--- src/rtl/sfpu_consts.vh ---
// Constants shared by the store-forward and prefetch unit
`ifndef SFPU_CONSTS_VH
`define SFPU_CONSTS_VH
`define SFPU_ADDR_W 48
`define SFPU_DATA_W 64
`define SFPU_SB_DEPTH 4
`define SFPU_PF_MAX 8
`define SFPU_LINE_BYTES 64
`define SFPU_HW_DIST 3
`define SFPU_DEP_HI 11
`define SFPU_DEP_LO 2
`define SFPU_SZ_BYTE 2'h0
`define SFPU_SZ_WORD 2'h1
`define SFPU_SZ_DWORD 2'h2
`define SFPU_SZ_QWORD 2'h3
`define SFPU_OP_LOAD 3'h0
`define SFPU_OP_HINT0 3'h1
`define SFPU_OP_HINT1 3'h2
`define SFPU_OP_HINT2 3'h3
`define SFPU_OP_MODIFY 3'h4
`define SFPU_OP_NTA 3'h5
`define SFPU_OP_HW 3'h6
`endif

--- src/rtl/sfpu_fwd_check.v ---
// Dependency and forwarding check of one load against one store entry
`timescale 1ns/1ps
`include "sfpu_consts.vh"
module sfpu_fwd_check #(
  parameter ADDR_W = `SFPU_ADDR_W
) (
  // Load under test
  input wire [ADDR_W-1:0] ldAddr,
  input wire [1:0] ldSize,
  // Store entry
  input wire [ADDR_W-1:0] stAddr,
  input wire [1:0] stSize,
  input wire stHighByte,
  // Verdict
  output wire depends,
  output wire canForward
);

  // Natural alignment for 1, 2, 4 or 8 byte operands
  function isAligned;
    input [2:0] low;
    input [1:0] size;
    begin
      case (size)
        `SFPU_SZ_BYTE: isAligned = 1'h1;
        `SFPU_SZ_WORD: isAligned = (low[0] == 1'h0);
        `SFPU_SZ_DWORD: isAligned = (low[1:0] == 2'h0);
        default: isAligned = (low == 3'h0);
      endcase
    end
  endfunction

  function [ADDR_W:0] endOf;
    input [ADDR_W-1:0] a;
    input [1:0] size;
    begin
      endOf = {1'h0, a} + ({{ADDR_W{1'h0}}, 1'h1} << size);
    end
  endfunction

  wire partialMatch;
  wire trueOverlap;
  wire sameStart;
  wire bothAligned;

  // Only bits 11..2 are compared, so a store a whole number of pages
  // away, or elsewhere in the same doubleword, still matches
  assign partialMatch = (ldAddr[`SFPU_DEP_HI:`SFPU_DEP_LO] ==
                         stAddr[`SFPU_DEP_HI:`SFPU_DEP_LO]);
  // Real byte overlap catches loads straddling into the store
  assign trueOverlap = ({1'h0, ldAddr} < endOf(stAddr, stSize)) &&
                       ({1'h0, stAddr} < endOf(ldAddr, ldSize));
  assign depends = partialMatch | trueOverlap;

  // Forwarding needs equal starts, load no wider, both aligned, low byte source
  assign sameStart = (ldAddr == stAddr);
  assign bothAligned = isAligned(ldAddr[2:0], ldSize) &&
                       isAligned(stAddr[2:0], stSize);
  assign canForward = trueOverlap && sameStart && bothAligned &&
                      (ldSize <= stSize) &&
                      !stHighByte;

endmodule

--- src/rtl/sfpu_unit.v ---
// Store-to-load forwarding, software and hardware prefetch unit
// Notes on behaviour
// - Refuse forwarding narrow store inside wider load
// - Refuse wider store when start addresses differ
// - Refuse forwarding if either access misaligned
// - Refuse forwarding from upper-byte register data
// - Aligned quadword store feeds same-address doubleword load
// - Dependency compares address bits 11..2, or true byte overlap
// - Stores whole pages away may falsely match
// - Prefetch requests whole line holding address
// - Load prefetches fill first-level cache
// - Modify-intent prefetch fills line already modified
// - Nontemporal prefetch fills way 0, never second-level
// - Prefetch ignores emulation and task-switched bits
// - Prefetch writes no architectural register
// - Lines l then l+1 launch line l+3
// - Hardware prefetches go to second-level cache
// - No trigger on descending or skipping patterns
// - Line size is a parameter, 64 bytes
// - At most eight outstanding prefetch requests
// - Stall next request while resources full
// - Pending prefetches serviced in issue order
// - Streaming stores go to write-combining, no read
// - Forward only on all four conditions
// - Refused load waits for store retirement
`timescale 1ns/1ps
`include "sfpu_consts.vh"
module sfpu_unit #(
  parameter ADDR_W = `SFPU_ADDR_W,
  parameter DATA_W = `SFPU_DATA_W,
  parameter SB_DEPTH = `SFPU_SB_DEPTH,
  parameter PF_MAX = `SFPU_PF_MAX,
  parameter LINE_BYTES = `SFPU_LINE_BYTES
) (
  // Clock and reset
  input wire sys_clk,
  input wire reset,
  // Store issue
  input wire stIssueValid,
  input wire [ADDR_W-1:0] stIssueAddr,
  input wire [1:0] stIssueSize,
  input wire stIssueHighByte,
  input wire stIssueStreaming,
  input wire [DATA_W-1:0] stIssueData,
  output reg stReady,
  // Store retire
  input wire stRetire,
  // Data cache write
  output reg dcWrValid,
  output reg [ADDR_W-1:0] dcWrAddr,
  output reg [1:0] dcWrSize,
  output reg [DATA_W-1:0] dcWrData,
  // Write-combining write
  output reg wcWrValid,
  output reg [ADDR_W-1:0] wcWrAddr,
  output reg [1:0] wcWrSize,
  output reg [DATA_W-1:0] wcWrData,
  // Load request and answer
  input wire ldValid,
  input wire [ADDR_W-1:0] ldAddr,
  input wire [1:0] ldSize,
  output reg ldReady,
  output reg ldDoneValid,
  output reg ldDoneForward,
  output reg [DATA_W-1:0] ldDoneData,
  // Software prefetch
  input wire pfValid,
  input wire [2:0] pfOp,
  input wire [ADDR_W-1:0] pfAddr,
  output reg pfReady,
  // Demand access stream for the hardware prefetcher
  input wire accValid,
  input wire [ADDR_W-1:0] accAddr,
  // Memory request path
  output reg memReqValid,
  output reg [ADDR_W-1:0] memReqAddr,
  output reg memReqToL2,
  output reg memReqModified,
  output reg memReqWay0,
  output reg memReqNoL2Evict,
  input wire memReqReady,
  input wire memDone
);

  function integer clog2;
    input integer v;
    begin
      clog2 = 0;
      while ((1 << clog2) < v) begin
        clog2 = clog2 + 1;
      end
    end
  endfunction
  localparam LINE_SHIFT = clog2(LINE_BYTES);
  localparam LINE_W = ADDR_W - LINE_SHIFT;
  localparam SB_PW = (SB_DEPTH > 1) ? clog2(SB_DEPTH) : 1;
  localparam PF_PW = (PF_MAX > 1) ? clog2(PF_MAX) : 1;
  localparam SB_CW = clog2(SB_DEPTH + 1);
  localparam PF_CW = clog2(PF_MAX + 1);
  // Keep only the bytes a load of this size reads
  function [DATA_W-1:0] maskData;
    input [DATA_W-1:0] d;
    input [1:0] size;
    begin
      case (size)
        `SFPU_SZ_BYTE: maskData = d & {{(DATA_W-8){1'h0}}, 8'hFF};
        `SFPU_SZ_WORD: maskData = d & {{(DATA_W-16){1'h0}}, 16'hFFFF};
        `SFPU_SZ_DWORD: maskData = d & {{(DATA_W-32){1'h0}}, 32'hFFFFFFFF};
        default: maskData = d;
      endcase
    end
  endfunction
  // Store buffer, oldest at sbHead
  reg [ADDR_W-1:0] sbAddr [0:SB_DEPTH-1];
  reg [1:0] sbSize [0:SB_DEPTH-1];
  reg [DATA_W-1:0] sbData [0:SB_DEPTH-1];
  reg sbHigh [0:SB_DEPTH-1];
  reg sbStream [0:SB_DEPTH-1];
  reg [SB_PW-1:0] sbHead;
  reg [SB_PW-1:0] sbTail;
  reg [SB_CW-1:0] sbCount;
  // Load blocked behind a store entry
  reg ldWaiting;
  reg [SB_PW-1:0] ldWaitIdx;
  // Prefetch queue: entries live from issue until memDone
  reg [ADDR_W-1:0] pfqAddr [0:PF_MAX-1];
  reg [2:0] pfqOp [0:PF_MAX-1];
  reg [PF_PW-1:0] pfqSend;
  reg [PF_PW-1:0] pfqTail;
  reg [PF_CW-1:0] pfqCount;
  reg [PF_CW-1:0] pfqUnsent;
  // Hardware stream detector
  reg [LINE_W-1:0] lastLine;
  reg lastValid;
  reg hwPend;
  reg [LINE_W-1:0] hwLine;
  wire [SB_DEPTH-1:0] depVec;
  wire [SB_DEPTH-1:0] fwdVec;
  genvar g;
  generate
    for (g = 0; g < SB_DEPTH; g = g + 1) begin : gChk
      sfpu_fwd_check #(.ADDR_W(ADDR_W)) uChk (
        .ldAddr(ldAddr),
        .ldSize(ldSize),
        .stAddr(sbAddr[g]),
        .stSize(sbSize[g]),
        .stHighByte(sbHigh[g]),
        .depends(depVec[g]),
        .canForward(fwdVec[g])
      );
    end
  endgenerate
  // Walk oldest to youngest; last hit wins so the youngest store decides
  reg hitAny;
  reg hitFwd;
  reg [SB_PW-1:0] hitIdx;
  integer i;
  integer pos;
  always @* begin
    hitAny = 1'h0;
    hitFwd = 1'h0;
    hitIdx = {SB_PW{1'h0}};
    pos = 0;
    for (i = 0; i < SB_DEPTH; i = i + 1) begin
      pos = sbHead + i;
      if (pos >= SB_DEPTH) begin
        pos = pos - SB_DEPTH;
      end
      if (i < sbCount && depVec[pos]) begin
        hitAny = 1'h1;
        hitFwd = fwdVec[pos];
        hitIdx = pos[SB_PW-1:0];
      end
    end
  end
  wire stTake = stIssueValid && stReady;
  wire stPop = stRetire && (sbCount != {SB_CW{1'h0}});
  wire ldTake = ldValid && ldReady;
  wire [SB_CW-1:0] next_sbCount = sbCount + {{(SB_CW-1){1'h0}}, stTake}
                                  - {{(SB_CW-1){1'h0}}, stPop};
  wire ldRelease = ldWaiting && stPop && (sbHead == ldWaitIdx);
  // Store buffer fill, retire and the cache or write-combining write
  always @(posedge sys_clk) begin
    if (reset) begin
      sbHead <= {SB_PW{1'h0}};
      sbTail <= {SB_PW{1'h0}};
      sbCount <= {SB_CW{1'h0}};
      stReady <= 1'h0;
      dcWrValid <= 1'h0;
      wcWrValid <= 1'h0;
      dcWrAddr <= {ADDR_W{1'h0}};
      dcWrSize <= 2'h0;
      dcWrData <= {DATA_W{1'h0}};
      wcWrAddr <= {ADDR_W{1'h0}};
      wcWrSize <= 2'h0;
      wcWrData <= {DATA_W{1'h0}};
    end else begin
      if (stTake) begin
        sbAddr[sbTail] <= stIssueAddr;
        sbSize[sbTail] <= stIssueSize;
        sbData[sbTail] <= stIssueData;
        sbHigh[sbTail] <= stIssueHighByte;
        sbStream[sbTail] <= stIssueStreaming;
        sbTail <= (sbTail == SB_DEPTH - 1) ? {SB_PW{1'h0}} : sbTail + 1'h1;
      end
      // Streaming stores skip the cache and never read the line
      dcWrValid <= stPop && !sbStream[sbHead];
      wcWrValid <= stPop && sbStream[sbHead];
      if (stPop) begin
        dcWrAddr <= sbAddr[sbHead];
        dcWrSize <= sbSize[sbHead];
        dcWrData <= sbData[sbHead];
        wcWrAddr <= sbAddr[sbHead];
        wcWrSize <= sbSize[sbHead];
        wcWrData <= sbData[sbHead];
        sbHead <= (sbHead == SB_DEPTH - 1) ? {SB_PW{1'h0}} : sbHead + 1'h1;
      end
      sbCount <= next_sbCount;
      stReady <= (next_sbCount < SB_DEPTH);
    end
  end

  // Load verdict, registered one cycle after the load is taken
  always @(posedge sys_clk) begin
    if (reset) begin
      ldWaiting <= 1'h0;
      ldWaitIdx <= {SB_PW{1'h0}};
      ldReady <= 1'h0;
      ldDoneValid <= 1'h0;
      ldDoneForward <= 1'h0;
      ldDoneData <= {DATA_W{1'h0}};
    end else begin
      ldDoneValid <= 1'h0;
      ldDoneForward <= 1'h0;
      if (ldRelease) begin
        // Data now sits in the cache; the load reads it there
        ldWaiting <= 1'h0;
        ldReady <= 1'h1;
        ldDoneValid <= 1'h1;
      end else if (ldTake) begin
        if (!hitAny) begin
          ldDoneValid <= 1'h1;
        end else if (hitFwd) begin
          ldDoneValid <= 1'h1;
          ldDoneForward <= 1'h1;
          ldDoneData <= maskData(sbData[hitIdx], ldSize);
        end else begin
          // Refused or false match: hold the load and stop new ones
          ldWaiting <= 1'h1;
          ldWaitIdx <= hitIdx;
          ldReady <= 1'h0;
        end
      end else if (!ldWaiting) begin
        ldReady <= 1'h1;
      end
    end
  end
  // Stream detector: only an ascending step of exactly one line triggers
  wire [LINE_W-1:0] accLine = accAddr[ADDR_W-1:LINE_SHIFT];
  wire stepUp = lastValid && (accLine == lastLine + 1'h1);
  wire pfTake = pfValid && pfReady;
  wire hwTake = hwPend && !pfTake && (pfqCount < PF_MAX);
  wire sendFire = (!memReqValid || memReqReady) &&
                  (pfqUnsent != {PF_CW{1'h0}});
  wire pfqPush = pfTake || hwTake;
  wire pfqPop = memDone && (pfqCount != {PF_CW{1'h0}});
  wire [PF_CW-1:0] next_pfqCount = pfqCount + {{(PF_CW-1){1'h0}}, pfqPush}
                                   - {{(PF_CW-1){1'h0}}, pfqPop};
  always @(posedge sys_clk) begin
    if (reset) begin
      lastLine <= {LINE_W{1'h0}};
      lastValid <= 1'h0;
      hwPend <= 1'h0;
      hwLine <= {LINE_W{1'h0}};
    end else begin
      if (accValid) begin
        lastLine <= accLine;
        lastValid <= 1'h1;
      end
      // Current access is l+1, so the target is l+3
      if (accValid && stepUp) begin
        hwPend <= 1'h1;
        hwLine <= lastLine + `SFPU_HW_DIST;
      end else if (hwTake) begin
        hwPend <= 1'h0;
      end
    end
  end
  // Prefetch queue; one push per cycle, software ahead of hardware
  always @(posedge sys_clk) begin
    if (reset) begin
      pfqSend <= {PF_PW{1'h0}};
      pfqTail <= {PF_PW{1'h0}};
      pfqCount <= {PF_CW{1'h0}};
      pfqUnsent <= {PF_CW{1'h0}};
      pfReady <= 1'h0;
    end else begin
      if (pfqPush) begin
        // Line-aligned address: the whole line is requested
        pfqAddr[pfqTail] <= pfTake ?
          {pfAddr[ADDR_W-1:LINE_SHIFT], {LINE_SHIFT{1'h0}}} :
          {hwLine, {LINE_SHIFT{1'h0}}};
        pfqOp[pfqTail] <= pfTake ? pfOp : `SFPU_OP_HW;
        pfqTail <= (pfqTail == PF_MAX - 1) ? {PF_PW{1'h0}} : pfqTail + 1'h1;
      end
      if (sendFire) begin
        pfqSend <= (pfqSend == PF_MAX - 1) ? {PF_PW{1'h0}} : pfqSend + 1'h1;
      end
      pfqUnsent <= pfqUnsent + {{(PF_CW-1){1'h0}}, pfqPush}
                   - {{(PF_CW-1){1'h0}}, sendFire};
      pfqCount <= next_pfqCount;
      // Full counts in-flight entries too, so a ninth request waits
      pfReady <= (next_pfqCount < PF_MAX);
    end
  end
  // Memory request register, drained strictly in queue order
  always @(posedge sys_clk) begin
    if (reset) begin
      memReqValid <= 1'h0;
      memReqAddr <= {ADDR_W{1'h0}};
      memReqToL2 <= 1'h0;
      memReqModified <= 1'h0;
      memReqWay0 <= 1'h0;
      memReqNoL2Evict <= 1'h0;
    end else if (sendFire) begin
      memReqValid <= 1'h1;
      memReqAddr <= pfqAddr[pfqSend];
      // Software kinds fill L1 only and write back no register
      memReqToL2 <= (pfqOp[pfqSend] == `SFPU_OP_HW);
      memReqModified <= (pfqOp[pfqSend] == `SFPU_OP_MODIFY);
      memReqWay0 <= (pfqOp[pfqSend] == `SFPU_OP_NTA);
      memReqNoL2Evict <= (pfqOp[pfqSend] == `SFPU_OP_NTA);
    end else if (memReqReady) begin
      memReqValid <= 1'h0;
    end
  end

endmodule

--- config.mk ---
export PLATFORM = sky130hd
export DESIGN_NAME = sfpu_unit
export DESIGN_NICKNAME = d
export VERILOG_FILES = /design/src/rtl/sfpu_fwd_check.v /design/src/rtl/sfpu_unit.v
export VERILOG_INCLUDE_DIRS = /design/src /design/src/rtl
export SDC_FILE = /design/constraint.sdc
export NUM_CORES = 2
export LEC_CHECK = 0
export BUFFER_PORTS_ARGS = -buffer_cell sky130_fd_sc_hd__buf_2
export CAP_MARGIN = 20
export CORE_MARGIN = 2
export CORE_UTILIZATION = 54
export DETAILED_ROUTE_END_ITERATION = 16
export PLACE_DENSITY = 0.77
export SKIP_LAST_GASP = 1
export SLEW_MARGIN = 25
export SYNTH_ARGS = -nofsm -noshare
export SYNTH_HDL_FRONTEND = slang
export SYNTH_SLANG_ARGS = --single-unit
--- constraint.sdc ---
create_clock -name sys_clk -period 6 [get_ports sys_clk]
set_input_delay 0.6 -clock sys_clk [delete_from_list [all_inputs] [get_ports sys_clk]]
set_output_delay 0.6 -clock sys_clk [all_outputs]
set_load 0.01 [all_outputs]
# After elaboration in Yosys (flattened, before gate mapping)
# Memories as Yosys holds them, arrays and structs flattened. A register that Yosys moved wholly into a read port is not among the register bits.
# Index checks and enable logic that the tools add are counted.
dict set report word_totals {
  regBits 185
  mem_bits_rw 872
  inputBits 274
  output_inout_bits 352
  wordCells 283
  memories 7
}
# name depth width rd rd_ports_with_merged_regs wr line
set memory_table {}
lappend memory_table {pfqAddr 8 48 1 1 1 sfpu_unit.v:126} ;# reg [ADDR_W-1:0] pfqAddr [0:PF_MAX-1];
lappend memory_table {sbData 4 64 2 1 1 sfpu_unit.v:116} ;# reg [DATA_W-1:0] sbData [0:SB_DEPTH-1];
lappend memory_table {sbAddr 4 48 5 1 1 sfpu_unit.v:114} ;# reg [ADDR_W-1:0] sbAddr [0:SB_DEPTH-1];
lappend memory_table {pfqOp 8 3 1 1 1 sfpu_unit.v:127} ;# reg [2:0] pfqOp [0:PF_MAX-1];
lappend memory_table {sbSize 4 2 5 1 1 sfpu_unit.v:115} ;# reg [1:0] sbSize [0:SB_DEPTH-1];
lappend memory_table {sbHigh 4 1 4 0 1 sfpu_unit.v:117} ;# reg sbHigh [0:SB_DEPTH-1];
lappend memory_table {{1 more memories} n/a n/a n/a n/a n/a n/a}
dict set report classes {
  add_sub_neg 24
  order_cmp 27
  n_eq_ne 30
  shift 5
  n_mux 75
  bitwise 13
  n_reduce_logical 77
}
# operator count
set op_table {}
lappend op_table {{$lt 48x49->1} 8}
lappend op_table {{$add 48x49->49} 5}
lappend op_table {{$shl 1x2->49 const A} 5}
lappend op_table {{$eq 48x48->1} 4}
lappend op_table {{$pmux 64 s3} 1}
lappend op_table {{$lt 32x4->1 const B} 4}
lappend op_table {{$mux 32} 4}
lappend op_table {{$mux 48} 1}
lappend op_table {{$mux 1} 43}
lappend op_table {{$add 42x1->42 const B} 1}
lappend op_table {{$add 42x2->42 const B} 1}
lappend op_table {{$eq 42x42->1} 1}
lappend op_table {{$logic_and 1x1->1} 42}
lappend op_table {{$eq 10x10->1} 4}
lappend op_table {{$logic_not 2->1} 10}
lappend op_table {{$bmux 1 s2} 8}
lappend op_table {{$mux 2} 8}
lappend op_table {{$eq 3x3->1 const B} 5}
lappend op_table {{$logic_not 3->1} 5}
lappend op_table {{$mux 3} 5}
lappend op_table {{$pmux 1 s3} 5}
lappend op_table {{$eq 2x2->1 const B} 7}
lappend op_table {{$sub 3x3->4 const B} 3}
lappend op_table {{$eq 2x1->1 const B} 5}
lappend op_table {{30 further kinds} 66}

# Longest topological paths before layout
# An unclocked memory read counts as a cell.
dict set report depth {
  depth_word 20
  ltp_mapped 33
  mapped_depth_nobuf 30
}

# Modules after synthesis
# A second synthesis with hierarchy kept.
dict set report unflattened {
  cells_unflattened 5745
  hier_area_um2 67367.1
}
# mod n_inst cells_per_inst area_each_um2 seq_area_each_um2
set by_module_without_submodules {}
lappend by_module_without_submodules {sfpu_unit 1 3279 48860.6 31670.4}
lappend by_module_without_submodules {{sfpu_fwd_check at gChk[1].uChk ...} 2 610 4628.2 0.0}
lappend by_module_without_submodules {{sfpu_fwd_check at gChk[3].uChk} 1 619 4658.2 0.0}
lappend by_module_without_submodules {{sfpu_fwd_check at gChk[0].uChk} 1 627 4591.9 0.0}

# Worst setup path after synthesis
# OpenSTA, ideal clock, no wires.
dict set report synth_timing {
  path_type {input-to-reg}
  startpoint {input port ldSize[0]}
  endpoint {register ldDoneData[48]}
  setup_time_ns 0.125
  t_arrival_ns 6.206
  required_time_ns 5.875
  path_slack_ns -0.331
  stages 31
  n_path_buf 2
  path_cell_list {inv_1 > nor2_1 > ha_1 > a21o_1 > a21oi_1 > o21bai_1 > nor2b_1 > and2_1 > nand2_1 > nor3_1 > nand2_1 > nor2_1 > and2_1 > nand4_1 > xor2_1 > ha_1 > nand3_1 > nor3_1 > nand4_1 > a2111oi_0 > a211oi_1 > a21oi_1 > o21bai_2 > o211a_1 > a2111oi_2 > o211a_1 > buf_4 > buf_2 > mux2_2 > a32oi_1 > o21ai_0}
}
dict set report synth_between {
  elab_chain_cells 16
  word_cells_on_any_way 85
  classes_between {add/sub (1); order compare (8); eq/ne (2); shift (1); mux (38); bitwise (4); reduce/logical (30); memory (1)}
}
# element line
set synth_lines {}
lappend synth_lines {{start, declared} sfpu_unit.v:61} ;# input wire [1:0] ldSize,
lappend synth_lines {{branches (longest 16 deep; another with $add 48x49->49)} n/a}
lappend synth_lines {{end signal, assigned} sfpu_unit.v:231} ;# ldDoneData <= {DATA_W{1'h0}};
lappend synth_lines {{end signal, assigned} sfpu_unit.v:246} ;# ldDoneData <= maskData(sbData[hitIdx], ldSize);
lappend synth_lines {{end, declared} sfpu_unit.v:65} ;# output reg [DATA_W-1:0] ldDoneData,
# Parallel ways; which one is timed is not known. The select of a mux whose other input is x is not followed.
# A chain may end at the register's enable or synchronous reset.

==> run_results.csv <==
group,metric,value,unit
yosys,yosys.area.top_type_share,38.8,%
power_and_ir_drop,vdd_ir_drop_max,338,uV
global_routing,first_global_vias,49300,
clock_network,htreeDepth,3,
die,initial_core_util,54.2,%
placement,numPortBuffers,607,
worst_setup_path,cp-start-kind,"flop",
timing,drv_slew,0,
timing,skew,69.1,ps
yosys,synthTopCellsByArea,"edfxtp_1 39%, dfxtp_1 11%, ha_1 8.4%",
worst_setup_path,path_class,"flop to flop",
timing,max_clock_freq,151,MHz
layout,layoutNonFillerInstCount,8005,
die,dieArea,0.121,sq mm
clock_network,cts_buffer_depth,3,
routing,route.detailed.drc,0,
worst_setup_path,crit_arrival,7210,ps
die,ios,626,
job,max_cap_viol_count,0,
clock_network,clkTransAtPathRegs,70,ps
timing,tightest_slew,1040,ps
die,die_h,348,um
timing,slew_headroom,30.6,%
global_routing,antenna_found_initial,27,
placement,place.gp.congestion,1.05,
global_routing,grt-ovfl-total,0,
layout,nets,7052,
run_status,status,"finished, violations left",
power_and_ir_drop,pwr-share-clk,29.5,%
yosys,synth_top_family_by_area,"multiplexers",
layout,final_util,66.3,%
global_routing,track_usage,36.4,%
yosys,synth_edf_count,824,
power_and_ir_drop,powerDensity,326,mW/mm^2
run_status,violations,"negative setup slack",
layout,area_growth,22.1,%
routing,initialDrtViolationCount,6743,
yosys,synth_ff_type,"edfxtp_1",
clock_network,clockRootBuffer,"clkbuf_16",
yosys,yosysMostFrequentCell,"edfxtp_1",
power_and_ir_drop,seq_power_share,39.3,%
yosys,postSynth.asyncResetShare,0,%
yosys,synth_compound_area_share,7.55,%
timing,final_hold_viol_count,0,
routing,postRouteWirelength,228000,um
power_and_ir_drop,p_total,25.4,mW
timing,timing.final.crit_share,110,%
worst_hold_path,hp-class,"input pin to flop",
timing,timing.final.ws_setup,-610,ps
yosys,synthCells,5337,
die,core,0.118,sq mm
yosys,synthXorXnorAreaFrac,7.10,%
worst_setup_path,cpMostUsedCell,"buf_4",
yosys,ys_seq_elements,1170,
routing,vias,50700,
clock_network,cts-buffers-inserted,117,
yosys,yosysWarnings,0,
clock_network,cts.sinks,1170,
layout,drive_gt1_share,31.6,%
power_and_ir_drop,p_int,17.1,mW
power_and_ir_drop,comb_power_share,31.2,%
timing,rsz0062_at_grt,"yes",
die,num_rows,126,
placement,place_inst,7660,
power_and_ir_drop,p_sw_share,32.7,%
yosys,synth_area,0.0638,sq mm
global_routing,grt_pass1_wl,326000,um
worst_setup_path,cp-end-kind,"flop",
timing,setup_violations,69,
worst_setup_path,critPathMaxStageDelay,440,ps
power_and_ir_drop,switchingPower,8.32,mW
worst_setup_path,worst_ep_required_time,6600,ps
routing,firstDrtPassIters,6,
clock_network,insertion_delay,770,ps
routing,via_per_inst,6.33,
yosys,synth-adder-area-share,8.66,%
routing,antenna_left,0,
clock_network,cts_tree,"done",
yosys,yosys.area.top_type,"edfxtp_1",
routing,wl_per_cell,28.5,um
timing,post-route-min-period,6610,ps
worst_setup_path,cp_max_fo,7,
worst_setup_path,slowest_stage,"edfxtp_1",
global_routing,grt_max_degree,97,
yosys,syn-mean-instance-area,12.0,sq um
placement,dpl.hpwl,160000,um
yosys,synthDistinctLibCells,105,
yosys,synthTopCellsByCount,"824 x edfxtp_1, 478 x nand2_1, 429 x ha_1",
die,die_x,348,um
yosys,seq_area_frac_synth,49.6,%
yosys,synth_simple_gate_area_share,11.4,%
yosys,synth_mux_area_share,11.7,%
power_and_ir_drop,leakage,30.4,nW
==> through the flow <==
stage | setup TNS, ps | setup slack (ps) | instance area [sq um] | hold slack [ps]
after floorplan | 0 | 8.05 | 63900 | 428
after global placement | -89360 | -1360 | 71500 | 438
after detailed placement | -98860 | -1540 | 71500 | 453
after CTS | -15020 | -307 | 77000 | 1.96
after global routing | -40550 | -746 | 77900 | 29.7
final | -28690 | -610 | 77900 | 44.8
==> registers in the layout, indices dropped and copies added, names as in the netlist, 4 cells and up, named ones only <==
signal,flops
hwLine,42
lastLine,42
ldDoneData,64
memReqAddr,42
pfqAddr,336
pfqCount,4
pfqOp,24
pfqUnsent,4
sbAddr,192
sbData,256
sbHigh,4
sbSize,8
sbStream,4
wcWrAddr,48
wcWrData,64
==> repair_timing <==
| action | CTS | global route |
|---|---|---|
| hold endpoints to repair | 8 | 0 |
| gates cloned | 6 | 6 |
| buffers inserted | 74 | 15 |
| endpoints found under the setup margin | 70 | 70 |
| resized for setup | 186 | 136 |
| pin swaps | 80 | 90 |
| hold buffers | 3 | 0 |
==> metal layers <==
layer	GRT usage, %	vias to the layer above	wire [um]
met5	0	-	97
met4	16.4	16	12100
met3	7.62	559	24400
met2	56.8	3136	103000
met1	49.1	25000	88400
li1	-	22000	-
==> layout by cell type (no fill, tap or decap), types with 19 or more instances in the layout <==
| cell | n |
|---|---|
| a211oi_1 | 64 |
| a21o_1 | 36 |
| a21oi_1 | 297 |
| a32oi_1 | 23 |
| and2_1 | 19 |
| and3_1 | 44 |
| and4_1 | 29 |
| buf_12 | 30 |
| buf_2 | 606 |
| buf_4 | 609 |
| buf_6 | 20 |
| clkbuf_1 | 33 |
| clkbuf_16 | 126 |
| clkbuf_8 | 24 |
| dfxtp_1 | 341 |
| diode_2 | 23 |
| edfxtp_1 | 824 |
| ha_1 | 419 |
| inv_1 | 96 |
| mux2_2 | 58 |
| mux2_4 | 34 |
| mux2i_1 | 175 |
| mux4_2 | 205 |
| nand2_1 | 462 |
| nand3_1 | 145 |
| nand4_1 | 158 |
| nor2_1 | 292 |
| nor2b_1 | 23 |
| nor3_1 | 64 |
| nor3_2 | 22 |
| nor4_1 | 38 |
| o2111ai_1 | 20 |
| o21ai_0 | 75 |
| o21ai_1 | 30 |
| or3_1 | 24 |
| xnor2_1 | 258 |
| xor2_1 | 253 |
==> power by group through the flow <==
stage | clock [mW] | combinational [mW] | sequential [mW]
CTS | 7.53 | 7.55 | 10.0
global route | 7.83 | 8.37 | 10.0
floorplan | 0 | 4.63 | 9.95
finish | 7.50 | 7.92 | 9.98
global placement | 0 | 6.68 | 10.1
detailed placement | 0 | 6.84 | 10.2
==> worst paths after layout <==
path | startpoint | to | slack (ps) | depth (start not counted)
min reg2reg | wcWrAddr[26] | wcWrAddr[26] | 460 | 2
max | sbSize[2][0] | ldDoneData[60] | -610 | 32
min | stIssueData[20] | sbData[1][20] | 40 | 1
max reg2reg | sbSize[2][0] | ldDoneData[60] | -610 | 32
==> area by class of cell <==
| type | count | area (sq um) |
|---|---|---|
| multi-input combinational | 3664 | 31100 |
| sequential | 1170 | 31700 |
| fill | 8526 | 39700 |
| antenna | 23 | 57.6 |
| clock inverter | 47 | 538 |
| clock buffer | 177 | 3440 |
| tap | 1536 | 1920 |
| inverter | 107 | 407 |
| timing repair buffer | 1281 | 8790 |
==> worst max-delay path, delay by kind of cell, from the launching register on <==
family,cells,cell delay (ps)
AO/OA/AOI/OAI,9,2060
buffers and inverters,11,1620
multiplexers,1,380
XOR/XNOR,1,160
adder cells (fa/ha/maj),2,500
AND/OR/NAND/NOR,8,1320
flip-flops,1,440
==> kinds of logic after synthesis <==
logic type      Yosys count
flops                  1170
mux                     476
buf+inv                 508
other cells               1
xor+xnor                517
simple gates           1486
fa+ha+maj               437
compound gates          742
(Power assumes the default switching activity.)
